<file path="config.mk">
export PLATFORM = sky130hd
export DESIGN_NAME = cbsc_sys_ctrl
export DESIGN_NICKNAME = d
export VERILOG_FILES = /design/src/logic/cbsc_pkg.sv /design/src/logic/cbsc_sys_ctrl.sv
export SDC_FILE = /design/constraint.sdc
export NUM_CORES = 1
export LEC_CHECK = 0
export BUFFER_PORTS_ARGS = -buffer_cell sky130_fd_sc_hd__buf_2
export CELL_PAD_IN_SITES_DETAIL_PLACEMENT = 1
export CELL_PAD_IN_SITES_GLOBAL_PLACEMENT = 1
export CORE_UTILIZATION = 36
export CTS_CLUSTER_DIAMETER = 40
export DETAILED_ROUTE_END_ITERATION = 7
export PLACE_DENSITY = 0.79
export RECOVER_POWER = 50
export SLEW_MARGIN = 20
export SYNTH_ARGS = -nofsm -noshare
export SYNTH_HDL_FRONTEND = slang
export SYNTH_SLANG_ARGS = --single-unit
</file>
<file path="constraint.sdc">
create_clock -name sys_clk_i -period 1.9 [get_ports sys_clk_i]
set_input_delay 0.19 -clock sys_clk_i [delete_from_list [all_inputs] [get_ports sys_clk_i]]
set_output_delay 0.19 -clock sys_clk_i [all_outputs]
set_load 0.01 [all_outputs]
</file>
<file path="src/logic/cbsc_pkg.sv">
package cbsc_pkg;
   localparam logic [7:0] SYS_CTRL_OFF = 8'h80;
   localparam logic [31:0] SYS_CTRL_RST = 32'h0844_9060;
   localparam int DOWN_BURST_BIT = 15;
   localparam int UP_BURST_BIT = 14;
   localparam int ACTIVITY_BIT = 13;
   localparam int RSVD_ONE_BIT = 12;
   localparam int STREAM_BIT = 11;
   localparam int UP_DELAY_BIT = 10;
   localparam int DOWN_DELAY_BIT = 9;
   localparam int INTERROG_BIT = 8;
   localparam int AUTO_GATE_BIT = 7;
   localparam int SAVING_BIT = 6;
   localparam int LOCK_BIT = 5;
   localparam int PARITY_BIT = 4;
   localparam int VOLT_BIT = 2;
   localparam int HOLD_BIT = 1;
   localparam int MUX_BIT = 0;
   // Host-writable bits of the low half; status bits 13..8 are excluded
   localparam logic [15:0] LOW_WR_MASK = 16'hC0FF;
   localparam int CLK_PERIOD_NS = 4;
   localparam int PWR_UP_DELAY_NS = 2000;
   localparam int PWR_DOWN_DELAY_NS = 1000;
   localparam int CNT_W = 10;
   localparam logic [CNT_W-1:0] PWR_UP_CYCLES =
      CNT_W'((PWR_UP_DELAY_NS + CLK_PERIOD_NS - 1) / CLK_PERIOD_NS);
   localparam logic [CNT_W-1:0] PWR_DOWN_CYCLES =
      CNT_W'((PWR_DOWN_DELAY_NS + CLK_PERIOD_NS - 1) / CLK_PERIOD_NS);
   typedef enum logic [1:0] {
      CBSC_IDLE = 2'b00,
      CBSC_STREAM = 2'b01,
      CBSC_DELAY = 2'b10
   } cbsc_pwr_state_t;
endpackage

</file>
<file path="src/logic/cbsc_sys_ctrl.sv">
`timescale 1ns/1ps
// Overview of operation
// - Downstream memory-read bursting is allowed only while bit 15 is set, and it resets set.
// - Upstream memory-read bursting is allowed only while bit 14 is set, and it resets clear.
// - Bit 13 is set by any card access and cleared by a read of it, resetting clear.
// - Reserved bit 12 always reads as one.
// - Bit 11 is high from a power change request until the stream is sent and its delay has expired.
// - Bit 10 sets when a power-up stream is sent and clears only when the power-up delay expires.
// - Bit 9 sets when a power-down stream is sent and clears only when the power-down delay expires.
// - Bit 8 follows the card interrogation in progress and resets clear.
// - The legacy automatic power-switch bit only works while bit 7 is set, which resets clear.
// - With bit 6 set, an idle inserted card with stopped clock has its state machine clock gated off.
// - Identity registers are writable while bit 5 is clear and read-only while set, its reset value.
// - Card data parity errors reach the system error signal only while bit 4 is set.
// - With bit 1 set neither the card clock nor the host clock may be stopped by the clock-run protocols.
// - With bit 0 clear ring-indicate and PME share the terminal with ring-indicate first; set, only PME drives it.
// - The register is one doubleword at configuration offset 80h resetting to 0844 9060h.
module cbsc_sys_ctrl (
   input wire logic sys_clk_i,
   input wire logic rst_n_i,
   input wire logic cfg_wr_i,
   input wire logic cfg_rd_i,
   input wire logic [7:0] cfg_addr_i,
   input wire logic [3:0] cfg_be_i,
   input wire logic [31:0] cfg_wdata_i,
   input wire logic card_access_i,
   input wire logic pwr_change_req_i,
   input wire logic pwr_dir_up_i,
   input wire logic pwr_stream_sent_i,
   input wire logic interrog_active_i,
   input wire logic legacy_auto_switch_i,
   input wire logic card_inserted_i,
   input wire logic card_idle_i,
   input wire logic card_clk_stopped_i,
   input wire logic card_parity_err_i,
   input wire logic card_clk_stop_req_i,
   input wire logic host_clk_stop_req_i,
   input wire logic ring_indicate_en_i,
   input wire logic ring_indicate_i,
   input wire logic pme_i,
   output logic [31:0] cfg_rdata_o,
   output logic cfg_rvalid_o,
   output logic down_read_burst_en_o,
   output logic up_read_burst_en_o,
   output logic auto_switch_en_o,
   output logic card_sm_clk_en_o,
   output logic identity_wr_en_o,
   output logic serr_o,
   output logic card_clk_stop_ok_o,
   output logic host_clk_stop_ok_o,
   output logic legacy_voltage_select_o,
   output logic ring_indicate_out_o
);
   logic [31:0] ctrl_r, ctrl_nxt;
   logic activity_r, activity_nxt;
   logic interrog_r, interrog_nxt;
   cbsc_pkg::cbsc_pwr_state_t pwr_state_r, pwr_state_nxt;
   logic up_delay_r, up_delay_nxt;
   logic down_delay_r, down_delay_nxt;
   logic [cbsc_pkg::CNT_W-1:0] delay_cnt_r, delay_cnt_nxt;
   logic [31:0] rdata_nxt;
   logic rvalid_nxt;
   logic hit_wr, hit_rd, stream_busy;

   function automatic logic [31:0] be_mask(input logic [3:0] be);
      be_mask = {{8{be[3]}}, {8{be[2]}}, {8{be[1]}}, {8{be[0]}}};
   endfunction

   assign hit_wr = cfg_wr_i && (cfg_addr_i == cbsc_pkg::SYS_CTRL_OFF);
   assign hit_rd = cfg_rd_i && (cfg_addr_i == cbsc_pkg::SYS_CTRL_OFF);
   assign stream_busy = (pwr_state_r != cbsc_pkg::CBSC_IDLE);

   function automatic logic [31:0] view(input logic [31:0] c, input logic act, input logic busy,
                                        input logic up, input logic dn, input logic intr);
      logic [31:0] v;
      v = c;
      v[cbsc_pkg::ACTIVITY_BIT] = act;
      v[cbsc_pkg::RSVD_ONE_BIT] = 1'b1;
      v[cbsc_pkg::STREAM_BIT] = busy;
      v[cbsc_pkg::UP_DELAY_BIT] = up;
      v[cbsc_pkg::DOWN_DELAY_BIT] = dn;
      v[cbsc_pkg::INTERROG_BIT] = intr;
      view = v;
   endfunction

   // Control bits and read port
   always_comb begin
      logic [31:0] wmask;
      wmask = be_mask(cfg_be_i) & {16'hFFFF, cbsc_pkg::LOW_WR_MASK};
      ctrl_nxt = ctrl_r;
      if (hit_wr) begin
         ctrl_nxt = (ctrl_r & ~wmask) | (cfg_wdata_i & wmask);
      end
      rvalid_nxt = cfg_rd_i;
      rdata_nxt = 32'h0000_0000;
      if (hit_rd) begin
         rdata_nxt = view(ctrl_r, activity_r, stream_busy, up_delay_r, down_delay_r, interrog_r);
      end
      // Set beats the read clear so an access in the read cycle is kept
      activity_nxt = activity_r;
      if (hit_rd && cfg_be_i[1]) begin
         activity_nxt = 1'b0;
      end
      if (card_access_i) begin
         activity_nxt = 1'b1;
      end
      interrog_nxt = interrog_active_i;
   end

   always_ff @(posedge sys_clk_i or negedge rst_n_i) begin
      if (!rst_n_i) begin
         ctrl_r <= cbsc_pkg::SYS_CTRL_RST;
         activity_r <= 1'b0;
         interrog_r <= 1'b0;
         cfg_rdata_o <= 32'h0000_0000;
         cfg_rvalid_o <= 1'b0;
      end else begin
         ctrl_r <= ctrl_nxt;
         activity_r <= activity_nxt;
         interrog_r <= interrog_nxt;
         cfg_rdata_o <= rdata_nxt;
         cfg_rvalid_o <= rvalid_nxt;
      end
   end

   // Power-switch stream tracking; a request while busy is absorbed
   always_comb begin
      pwr_state_nxt = pwr_state_r;
      up_delay_nxt = up_delay_r;
      down_delay_nxt = down_delay_r;
      delay_cnt_nxt = delay_cnt_r;
      case (pwr_state_r)
         cbsc_pkg::CBSC_IDLE: begin
            if (pwr_change_req_i) begin
               pwr_state_nxt = cbsc_pkg::CBSC_STREAM;
            end
         end
         cbsc_pkg::CBSC_STREAM: begin
            if (pwr_stream_sent_i) begin
               pwr_state_nxt = cbsc_pkg::CBSC_DELAY;
               up_delay_nxt = pwr_dir_up_i;
               down_delay_nxt = !pwr_dir_up_i;
               delay_cnt_nxt = pwr_dir_up_i ? cbsc_pkg::PWR_UP_CYCLES : cbsc_pkg::PWR_DOWN_CYCLES;
            end
         end
         cbsc_pkg::CBSC_DELAY: begin
            if (delay_cnt_r == 1) begin
               pwr_state_nxt = cbsc_pkg::CBSC_IDLE;
               up_delay_nxt = 1'b0;
               down_delay_nxt = 1'b0;
               delay_cnt_nxt = '0;
            end else begin
               delay_cnt_nxt = delay_cnt_r - 1'b1;
            end
         end
         default: begin
            pwr_state_nxt = cbsc_pkg::CBSC_IDLE;
            up_delay_nxt = 1'b0;
            down_delay_nxt = 1'b0;
            delay_cnt_nxt = '0;
         end
      endcase
   end

   always_ff @(posedge sys_clk_i or negedge rst_n_i) begin
      if (!rst_n_i) begin
         pwr_state_r <= cbsc_pkg::CBSC_IDLE;
         up_delay_r <= 1'b0;
         down_delay_r <= 1'b0;
         delay_cnt_r <= '0;
      end else begin
         pwr_state_r <= pwr_state_nxt;
         up_delay_r <= up_delay_nxt;
         down_delay_r <= down_delay_nxt;
         delay_cnt_r <= delay_cnt_nxt;
      end
   end

   // Control outputs, registered so every port comes from a flip-flop
   logic dn_burst_nxt, up_burst_nxt, auto_nxt, sm_clk_nxt, id_wr_nxt, serr_nxt;
   logic card_stop_nxt, host_stop_nxt, volt_nxt, ring_nxt;
   always_comb begin
      dn_burst_nxt = ctrl_r[cbsc_pkg::DOWN_BURST_BIT];
      up_burst_nxt = ctrl_r[cbsc_pkg::UP_BURST_BIT];
      auto_nxt = legacy_auto_switch_i && ctrl_r[cbsc_pkg::AUTO_GATE_BIT];
      sm_clk_nxt = !(ctrl_r[cbsc_pkg::SAVING_BIT] && card_inserted_i && card_idle_i
                     && card_clk_stopped_i);
      id_wr_nxt = !ctrl_r[cbsc_pkg::LOCK_BIT];
      serr_nxt = card_parity_err_i && ctrl_r[cbsc_pkg::PARITY_BIT];
      card_stop_nxt = card_clk_stop_req_i && !ctrl_r[cbsc_pkg::HOLD_BIT];
      host_stop_nxt = host_clk_stop_req_i && !ctrl_r[cbsc_pkg::HOLD_BIT];
      volt_nxt = ctrl_r[cbsc_pkg::VOLT_BIT];
      // With bit 0 clear, ring-indicate masks PME while enabled; with bit 0 set, PME alone drives the pin
      if (ctrl_r[cbsc_pkg::MUX_BIT]) begin
         ring_nxt = pme_i;
      end else if (ring_indicate_en_i) begin
         ring_nxt = ring_indicate_i;
      end else begin
         ring_nxt = pme_i;
      end
   end

   always_ff @(posedge sys_clk_i or negedge rst_n_i) begin
      if (!rst_n_i) begin
         down_read_burst_en_o <= 1'b1;
         up_read_burst_en_o <= 1'b0;
         auto_switch_en_o <= 1'b0;
         card_sm_clk_en_o <= 1'b1;
         identity_wr_en_o <= 1'b0;
         serr_o <= 1'b0;
         card_clk_stop_ok_o <= 1'b0;
         host_clk_stop_ok_o <= 1'b0;
         legacy_voltage_select_o <= 1'b0;
         ring_indicate_out_o <= 1'b0;
      end else begin
         down_read_burst_en_o <= dn_burst_nxt;
         up_read_burst_en_o <= up_burst_nxt;
         auto_switch_en_o <= auto_nxt;
         card_sm_clk_en_o <= sm_clk_nxt;
         identity_wr_en_o <= id_wr_nxt;
         serr_o <= serr_nxt;
         card_clk_stop_ok_o <= card_stop_nxt;
         host_clk_stop_ok_o <= host_stop_nxt;
         legacy_voltage_select_o <= volt_nxt;
         ring_indicate_out_o <= ring_nxt;
      end
   end

   burst_write_a: assert property (@(posedge sys_clk_i) disable iff (!rst_n_i)
      hit_wr && cfg_be_i[1] |=> ##1 down_read_burst_en_o == $past(cfg_wdata_i[15], 2))
      else $error("downstream burst enable not following write");
   up_burst_a: assert property (@(posedge sys_clk_i) disable iff (!rst_n_i)
      hit_wr && cfg_be_i[1] |=> ##1 up_read_burst_en_o == $past(cfg_wdata_i[14], 2))
      else $error("upstream burst enable not following write");
   activity_set_a: assert property (@(posedge sys_clk_i) disable iff (!rst_n_i)
      card_access_i |=> activity_r)
      else $error("socket activity lost");
   activity_clr_a: assert property (@(posedge sys_clk_i) disable iff (!rst_n_i)
      hit_rd && cfg_be_i[1] && !card_access_i |=> !activity_r)
      else $error("socket activity not cleared by read");
   rsvd_one_a: assert property (@(posedge sys_clk_i) disable iff (!rst_n_i)
      hit_rd |=> cfg_rvalid_o && cfg_rdata_o[12])
      else $error("reserved bit 12 not one");
   stream_busy_a: assert property (@(posedge sys_clk_i) disable iff (!rst_n_i)
      pwr_state_r == cbsc_pkg::CBSC_IDLE && pwr_change_req_i |=> stream_busy)
      else $error("power stream flag not raised");
   up_delay_a: assert property (@(posedge sys_clk_i) disable iff (!rst_n_i)
      pwr_state_r == cbsc_pkg::CBSC_STREAM && pwr_stream_sent_i && pwr_dir_up_i |=> up_delay_r[*8])
      else $error("power-up delay flag ended early");
   down_delay_a: assert property (@(posedge sys_clk_i) disable iff (!rst_n_i)
      pwr_state_r == cbsc_pkg::CBSC_STREAM && pwr_stream_sent_i && !pwr_dir_up_i
      |=> down_delay_r ##[1:300] !down_delay_r)
      else $error("power-down delay flag wrong");
   auto_gate_a: assert property (@(posedge sys_clk_i) disable iff (!rst_n_i)
      !ctrl_r[cbsc_pkg::AUTO_GATE_BIT] |=> !auto_switch_en_o)
      else $error("auto switch active while gated");
   serr_gate_a: assert property (@(posedge sys_clk_i) disable iff (!rst_n_i)
      !ctrl_r[cbsc_pkg::PARITY_BIT] |=> !serr_o)
      else $error("parity error reported while disabled");
   clk_hold_a: assert property (@(posedge sys_clk_i) disable iff (!rst_n_i)
      ctrl_r[cbsc_pkg::HOLD_BIT] |=> !card_clk_stop_ok_o && !host_clk_stop_ok_o)
      else $error("clock stop allowed during hold");
   pme_only_a: assert property (@(posedge sys_clk_i) disable iff (!rst_n_i)
      ctrl_r[cbsc_pkg::MUX_BIT] |=> ring_indicate_out_o == $past(pme_i))
      else $error("shared terminal not PME only");
   status_ro_a: assert property (@(posedge sys_clk_i) disable iff (!rst_n_i)
      hit_wr |=> ctrl_r[13:8] == $past(ctrl_r[13:8]))
      else $error("status bits written by host");
   read_clear_c: cover property (@(posedge sys_clk_i) disable iff (!rst_n_i)
      activity_r ##1 hit_rd ##1 !activity_r);
   power_up_c: cover property (@(posedge sys_clk_i) disable iff (!rst_n_i)
      up_delay_r ##1 !up_delay_r);
   power_down_c: cover property (@(posedge sys_clk_i) disable iff (!rst_n_i)
      down_delay_r ##1 !down_delay_r);
   clk_gate_c: cover property (@(posedge sys_clk_i) disable iff (!rst_n_i) !card_sm_clk_en_o);
endmodule

</file>
==> flow_summary.json, run 1 <==
{
  "floorplan.initialDensity": 0.3780,
  "fin_crit_ns": 1.873,
  "clk_pin_slew_ns": 0.09,
  "cts-root-buf": "clkbuf_8",
  "cp_slowest_cell": "or4b_4",
  "antenna_found_initial": 0,
  "routabilityCongestion": 0.8462,
  "hpwl_um": 5800,
  "pin_count": 106,
  "vias_per_cell": 4.961,
  "ys_types": 42,
  "syn_nets": 317,
  "fmax_ghz": 0.5338,
  "grt_pass1_wl_um": 12640,
  "hold_path_class": "in -> reg",
  "critPathRequiredTime_ns": 2.14,
  "dieArea_um2": 9680,
  "synth_top_flop_cell": "dfrtp_1",
  "drt_iter0_markers": 70,
  "pre_cts_ws_ns": -0.01537,
  "p_leak_nw": 2.113,
  "antenna_left": 0,
  "rsz0062_at_grt": "yes",
  "cp.arrival_ns": 2.12,
  "path_max_fanout": 2,
  "max_cap_violations": 0,
  "crit_type": "reg -> reg",
  "cts_tree": "yes",
  "period_share": 0.9860,
  "portBuffers": 99,
  "hold_viol_final": 0,
  "syn_inst": 249,
  "p_per_area_nw_per_um2": 1117,
  "hp-start": "card_access_i",
  "finClkSkew_ns": 0.01063,
  "r2r-start": "delay_cnt_r[1]",
  "violations": "DRC",
  "cts.sinks": 85,
  "fin_ws_ns": 0.02666,
  "crit_chain": "inv_2, ha_4, or4b_4, o41ai_4, nand2_2, mux2_4",
  "area_growth_pct": 29.67,
  "startpoint_type": "flip-flop",
  "coreArea_um2": 8848,
  "critPathLaunch": "delay_cnt_r[1]",
  "die_h_um": 98.39,
  "synth_area_um2": 3344,
  "grt_usage": 0.1696,
  "hold-worst-slack_ns": 0.02438,
  "num_antenna_cells": 0,
  "die_w_um": 98.39,
  "drt_wl_total_um": 7851,
  "ys_ff_latch": 85,
  "endpoint_kind": "flip-flop",
  "synth_enable_flop_cells": 0,
  "drive_gt1_frac": 0.3916,
  "slowest_delay_ns": 0.48,
  "seq_area_frac_synth": 0.6390,
  "avgSynthCellArea_um2": 13.43,
  "worst_pin_slew_ns": 1.018,
  "irDropWorstVdd_uv": 425.6,
  "finalSetupViolCount": 0,
  "nNetsFinal": 446,
  "path_delay_family": "simple AND/OR/NAND/NOR gates",
  "grt_max_degree": 46,
  "drtPass1Iterations": 6,
  "rows": 34,
  "clock_latency_ns": 0.36,
  "async_flop_share": 1.000,
  "relSlewSlack": 0.3216,
  "vias": 2436,
  "drc": 2,
  "yosysWarningCount": 0,
  "grt_pass1_vias": 2584,
  "nFillCells": 979,
  "wl_per_cell_um": 15.99,
  "slew_viol_final": 0,
  "numCtsBuffers": 9,
  "outcome": "finished with violations",
  "clockBufferDepth": 2,
  "htree_levels": 3,
  "gr-total-overflow": 0,
  "worst-path-buf-inv": 1
}
-- layout make-up --
cell class	count	area, um^2	share of cell area
Clock buffer	9	123.9	0.02856
Tap cell	108	135.1	0.03116
Timing Repair Buffer	122	648.1	0.1495
Inverter	11	41.29	0.009521
Sequential cell	85	2137	0.4928
Multi-Input combinational cell	149	1191	0.2747
Clock inverter	7	60.06	0.01385
-- worst reg2reg max path, stage by stage, from the launching register on --
cell and delay (ns):
dfrtp_1 0.39, inv_2 0.08, ha_4 0.13, or4b_4 0.49, o41ai_4 0.26, nand2_2 0.11
mux2_4 0.31
-- cell usage in the layout, fill, tap and decap left out, types with 2 or more instances in the layout --
cell type      synthesis  layout
a21oi_1                4       4
a22oi_1                2       2
a31oi_1                5       4
and2_0                 0       2
and2_1                30      28
buf_2                  0      62
buf_4                  0      17
clkbuf_1               4      36
clkbuf_8               0       9
clkinv_2               0       2
dfrtp_1               77      77
dfstp_2                8       8
dlygate4sd3_1          0       5
ha_1                   5       3
inv_1                 11      10
inv_6                  0       2
mux2_2                26      26
nand2_1                8       8
nand2_2                4       4
nand2b_1               2       2
nand3_1                7       7
nand4b_1               2       2
nor2_1                 6       6
nor2b_1                6       6
nor3_1                 4       2
nor3_2                 0       2
nor4_1                 4       4
o211ai_1               5       5
o21ai_0                4       3
o221ai_1               2       2
o311ai_0               2       2
or4b_4                 2       2
-- per-stage QoR --
| step | util | instances | total power, W | cell area (um^2) | TNS (ns) |
|---|---|---|---|---|---|
| finish | 0.4901 | 491 | 0.004843 | 4337 | 0 |
| global route | 0.4901 | 491 | 0.005140 | 4337 | -0.04661 |
| CTS | 0.4912 | 489 | 0.004794 | 4347 | 0 |
| detailed placement | 0.4634 | 468 | 0.003566 | 4100 | -0.01537 |
| global placement | 0.4634 | 468 | 0.003488 | 4100 | 0 |
| floorplan | - | 249 | 0.002998 | 3344 | -0.07467 |
-- final timing paths --
path | end | slack, ns | depth (start not counted)
setup / recovery | down_delay_r | 0.03 | 6
hold / removal | activity_r | 0.02 | 2
setup reg to reg | down_delay_r | 0.03 | 6
hold reg to reg | down_read_burst_en_o | 0.38 | 0
max in group asynchronous | asynchronous set/reset pin | 0.51 | 3
min in group asynchronous | cfg_rdata_o[6] | 0.56 | 2
-- synthesized netlist by cell type, types with 2 or more instances --
| library cell | number | area (um^2) |
|---|---|---|
| nor4b_1 | 2 | 17.52 |
| nor2b_1 | 6 | 37.54 |
| dfstp_2 | 8 | 210.2 |
| nor4_1 | 4 | 25.02 |
| dfrtp_1 | 77 | 1927 |
| a21oi_1 | 4 | 20.02 |
| nor2_1 | 6 | 22.52 |
| nand2_1 | 8 | 30.03 |
| o21ai_0 | 4 | 20.02 |
| nand2_2 | 4 | 25.02 |
| inv_1 | 11 | 41.29 |
| nor3_1 | 4 | 20.02 |
| clkbuf_1 | 4 | 15.01 |
| o221ai_1 | 2 | 17.52 |
| or4b_4 | 2 | 27.53 |
| o311ai_0 | 2 | 17.52 |
| mux2_2 | 26 | 292.8 |
| nand2b_1 | 2 | 12.51 |
| o211ai_1 | 5 | 37.54 |
| a22oi_1 | 2 | 15.01 |
| and2_1 | 30 | 187.7 |
| a31oi_1 | 5 | 31.28 |
| nand4b_1 | 2 | 17.52 |
| nand3_1 | 7 | 35.03 |
| ha_1 | 5 | 62.56 |
-- kinds of logic (layout without fill, tap and decap cells) --
family | count (synthesis) | in the layout | synth area share
simple gates | 86 | 86 | 0.1605
flops | 85 | 85 | 0.6390
compound gates | 29 | 29 | 0.06660
mux | 29 | 29 | 0.09839
buf+inv | 15 | 149 | 0.01683
fa+ha+maj | 5 | 5 | 0.01871
-- per-layer routing --
metal,track usage,part of all wire
met1,0.2105,0.42
met2,0.2828,0.51
met3,0.04009,0.044
met4,0.07463,0.025
met5,0,0
-- report_power, final --
| part | switching, W | internal, W |
|---|---|---|
| Clock | 0.000686 | 0.000492 |
| Sequential | 0.000170 | 0.00196 |
| Combinational | 0.000851 | 0.000683 |
-- what timing repair did --
item                       CTS  global route
setup endpoints to repair    3            10
hold buffers                 5             0
hold endpoints to repair    38             0
gates resized for setup      3             6
cloned                       0             0
setup buffers                0             2
pin swaps                    0             1
(Power assumes the default switching activity.)
==> run 2, diff against run 1 <==
==> config.mk (replaced) <==
export PLATFORM = sky130hd
export DESIGN_NAME = cbsc_sys_ctrl
export DESIGN_NICKNAME = d
export VERILOG_FILES = /design/src/logic/cbsc_pkg.sv /design/src/logic/cbsc_sys_ctrl.sv
export SDC_FILE = /design/constraint.sdc
export NUM_CORES = 1
export LEC_CHECK = 0
export CELL_PAD_IN_SITES_DETAIL_PLACEMENT = 1
export CELL_PAD_IN_SITES_GLOBAL_PLACEMENT = 1
export CORE_UTILIZATION = 44
export CTS_CLUSTER_DIAMETER = 40
export DETAILED_ROUTE_END_ITERATION = 7
export DONT_BUFFER_PORTS = 1
export PLACE_DENSITY = 0.78
export RECOVER_POWER = 50
export SYNTH_ARGS = -nofsm -noshare
export SYNTH_HDL_FRONTEND = slang
export SYNTH_SLANG_ARGS = --single-unit
==> run 2 against run 1 <==
Net effect: the flow finishes with violations (hold timing, setup timing); sequential power barely moved; fmax fell by 1.7%; critical path type unchanged; largest cell class unchanged; via count fell by 9.6%; critical endpoint is now pwr_state_r[1]; hold slack got worse by 0.49 ns; critical path depth rose by 1.
==> flow_summary.json, run 2 (synthesis gave the netlist of run 1 again) <==
{
  "nFillCells": 751,
  "p_switching_w": 0.001626,
  "dieArea_um2": 7954,
  "p_leak_nw": 1.963,
  "antenna_left": 0,
  "slowest_delay_ns": 0.48,
  "outcome": "finished with violations",
  "internal-power_w": 0.003273,
  "htree_levels": 3,
  "endpoint_kind": "flip-flop",
  "crit_type": "reg -> reg",
  "numCtsBuffers": 9,
  "place_inst": 359,
  "period_share": 1.003,
  "finalSetupViolCount": 1,
  "grt_usage": 0.2272,
  "routabilityCongestion": 0.8355,
  "cts-root-buf": "clkbuf_8",
  "area.sequential_um2": 2137,
  "r2r_end": "pwr_state_r[1]",
  "final_cell_mix": "dfrtp_1, dlygate4sd3_1, and2_1",
  "area_growth_pct": 26.23,
  "drt_wl_total_um": 8253,
  "final_common_cell": "dfrtp_1",
  "wl_per_cell_um": 19.84,
  "num_antenna_cells": 0,
  "vias": 2203,
  "fmax_ghz": 0.5246,
  "power_w": 0.004899,
  "finClkSkew_ns": 0.006325,
  "instances_no_fill": 416,
  "pin_count": 106,
  "grt_pass1_vias": 2516,
  "multi_input_area_um2": 1186,
  "floorplan.initialDensity": 0.4586,
  "gr-total-overflow": 0,
  "vias_per_cell": 5.296,
  "rows": 31,
  "reg2reg_depth": 7,
  "cp_slowest_cell": "or4b_4",
  "relSlewSlack": 0.6681,
  "crit_chain": "inv_2, ha_4, or4b_4, o41ai_4, buf_4, a31oi_1, a31oi_1",
  "die_h_um": 89.19,
  "worst_pin_slew_ns": 0.4969,
  "cpMostUsedCell": "a31oi_1",
  "fin_crit_ns": 1.906,
  "clockBufferDepth": 2,
  "cts_tree": "yes",
  "clock_latency_ns": 0.35,
  "violations": "hold timing, setup timing",
  "nNetsFinal": 380,
  "hold_path_class": "in -> async",
  "swShare": 0.3319,
  "drive_gt1_frac": 0.2587,
  "cp.arrival_ns": 2.16,
  "startpoint_type": "flip-flop",
  "holdBufCountCts": 39,
  "path_max_fanout": 4,
  "drc": 0,
  "slew_viol_final": 0,
  "fin_ws_ns": -0.006275,
  "hpwl_um": 5124,
  "irDropWorstVdd_uv": 668.3,
  "portBuffers": 0,
  "coreArea_um2": 7292,
  "cts.sinks": 85,
  "antenna_found_initial": 0,
  "pwr-share-clk": 0.262,
  "final_util": 0.5789,
  "seq_power_share": 0.434,
  "drt_iter0_markers": 78,
  "grt_max_degree": 86,
  "die_w_um": 89.19,
  "combPwrFrac": 0.303,
  "hold-worst-slack_ns": -0.4632,
  "r2r-start": "delay_cnt_r[1]",
  "critPathRequiredTime_ns": 2.16,
  "grt_pass1_wl_um": 13060,
  "hold_viol_final": 85,
  "p_per_area_nw_per_um2": 1161,
  "drtPass1Iterations": 4,
  "r2r_setup_slack_ns": -0.006,
  "max_cap_violations": 0,
  "rsz0062_at_grt": "yes",
  "clk_pin_slew_ns": 0.08
}
[run 2: changes by cell type in the layout (fill, tap and decap cells not counted), moves of 2 or more]
cell           previous run  this run
buf_2                    62         0
buf_4                    17        15
clkbuf_1                 36         1
dfstp_1                   0         2
dfstp_2                   8         6
dlygate4sd3_1             5        39
[run 2: what timing repair did]
item	CTS	global route
endpoints found under the setup margin	2	12
setup buffers	1	1
hold endpoints to repair	124	85
gates resized for setup	3	5
pin swaps	1	1
[run 2: worst max-delay path, delay by kind of cell (launching register included)]
family | cells | cell delay (ns)
fa+ha+maj | 1 | 0.13
buf+inv | 2 | 0.28
compound gates | 3 | 0.55
flops | 1 | 0.39
simple gates | 1 | 0.48
[run 2: metrics by stage]
stage,hold WS (ns),cell area [um^2],setup slack (ns),TNS (ns)
final,-0.4632,4222,-0.006275,-0.006275
after global routing,-0.4910,4222,-0.1201,-0.2814
after CTS,-0.4888,4193,0.007550,0
after detailed placement,-0.1035,3583,-0.02360,-0.02360
after global placement,-0.1037,3583,0.03620,0
after floorplan,-0.1056,3344,-0.07467,-0.07467
[run 2: how the worst max path moves through the flow]
stage	startpoint	slack (ns)	cells past startpoint	end
finish	delay_cnt_r[1]	-0.006	7	pwr_state_r[1]
global route	delay_cnt_r[1]	-0.12	7	pwr_state_r[1]
CTS	delay_cnt_r[1]	0.008	7	pwr_state_r[1]
detailed placement	delay_cnt_r[1]	-0.02	7	pwr_state_r[1]
global placement	delay_cnt_r[1]	0.04	6	down_delay_r
floorplan	delay_cnt_r[1]	-0.07	6	down_delay_r
[run 2: area by class of cell]
cell class | instances | area share
clock inverter | 5 | 0.01363
timing repair buffer | 56 | 0.1266
inverter | 11 | 0.009781
sequential | 85 | 0.5062
clock buffer | 11 | 0.03349
multi-input combinational | 149 | 0.2810
tap | 99 | 0.02934
[run 2: metal layers]
metal,vias up,global-route usage,wire (um)
met5,-,0,0
met2,68,0.3886,4467
met4,0,0.06061,91
met3,9,0.07941,525
li1,999,-,-
met1,1127,0.2745,3169
[run 2: power by group through the flow]
stage	combinational, W	sequential [W]	clock [W]
5_1_grt	0.00163	0.00216	0.00140
6_report	0.00149	0.00213	0.00128
3_3_place_gp	0.00124	0.00213	0
3_5_place_dp	0.00131	0.00215	0
2_1_floorplan	0.000874	0.00212	0
4_1_cts	0.00141	0.00212	0.00132
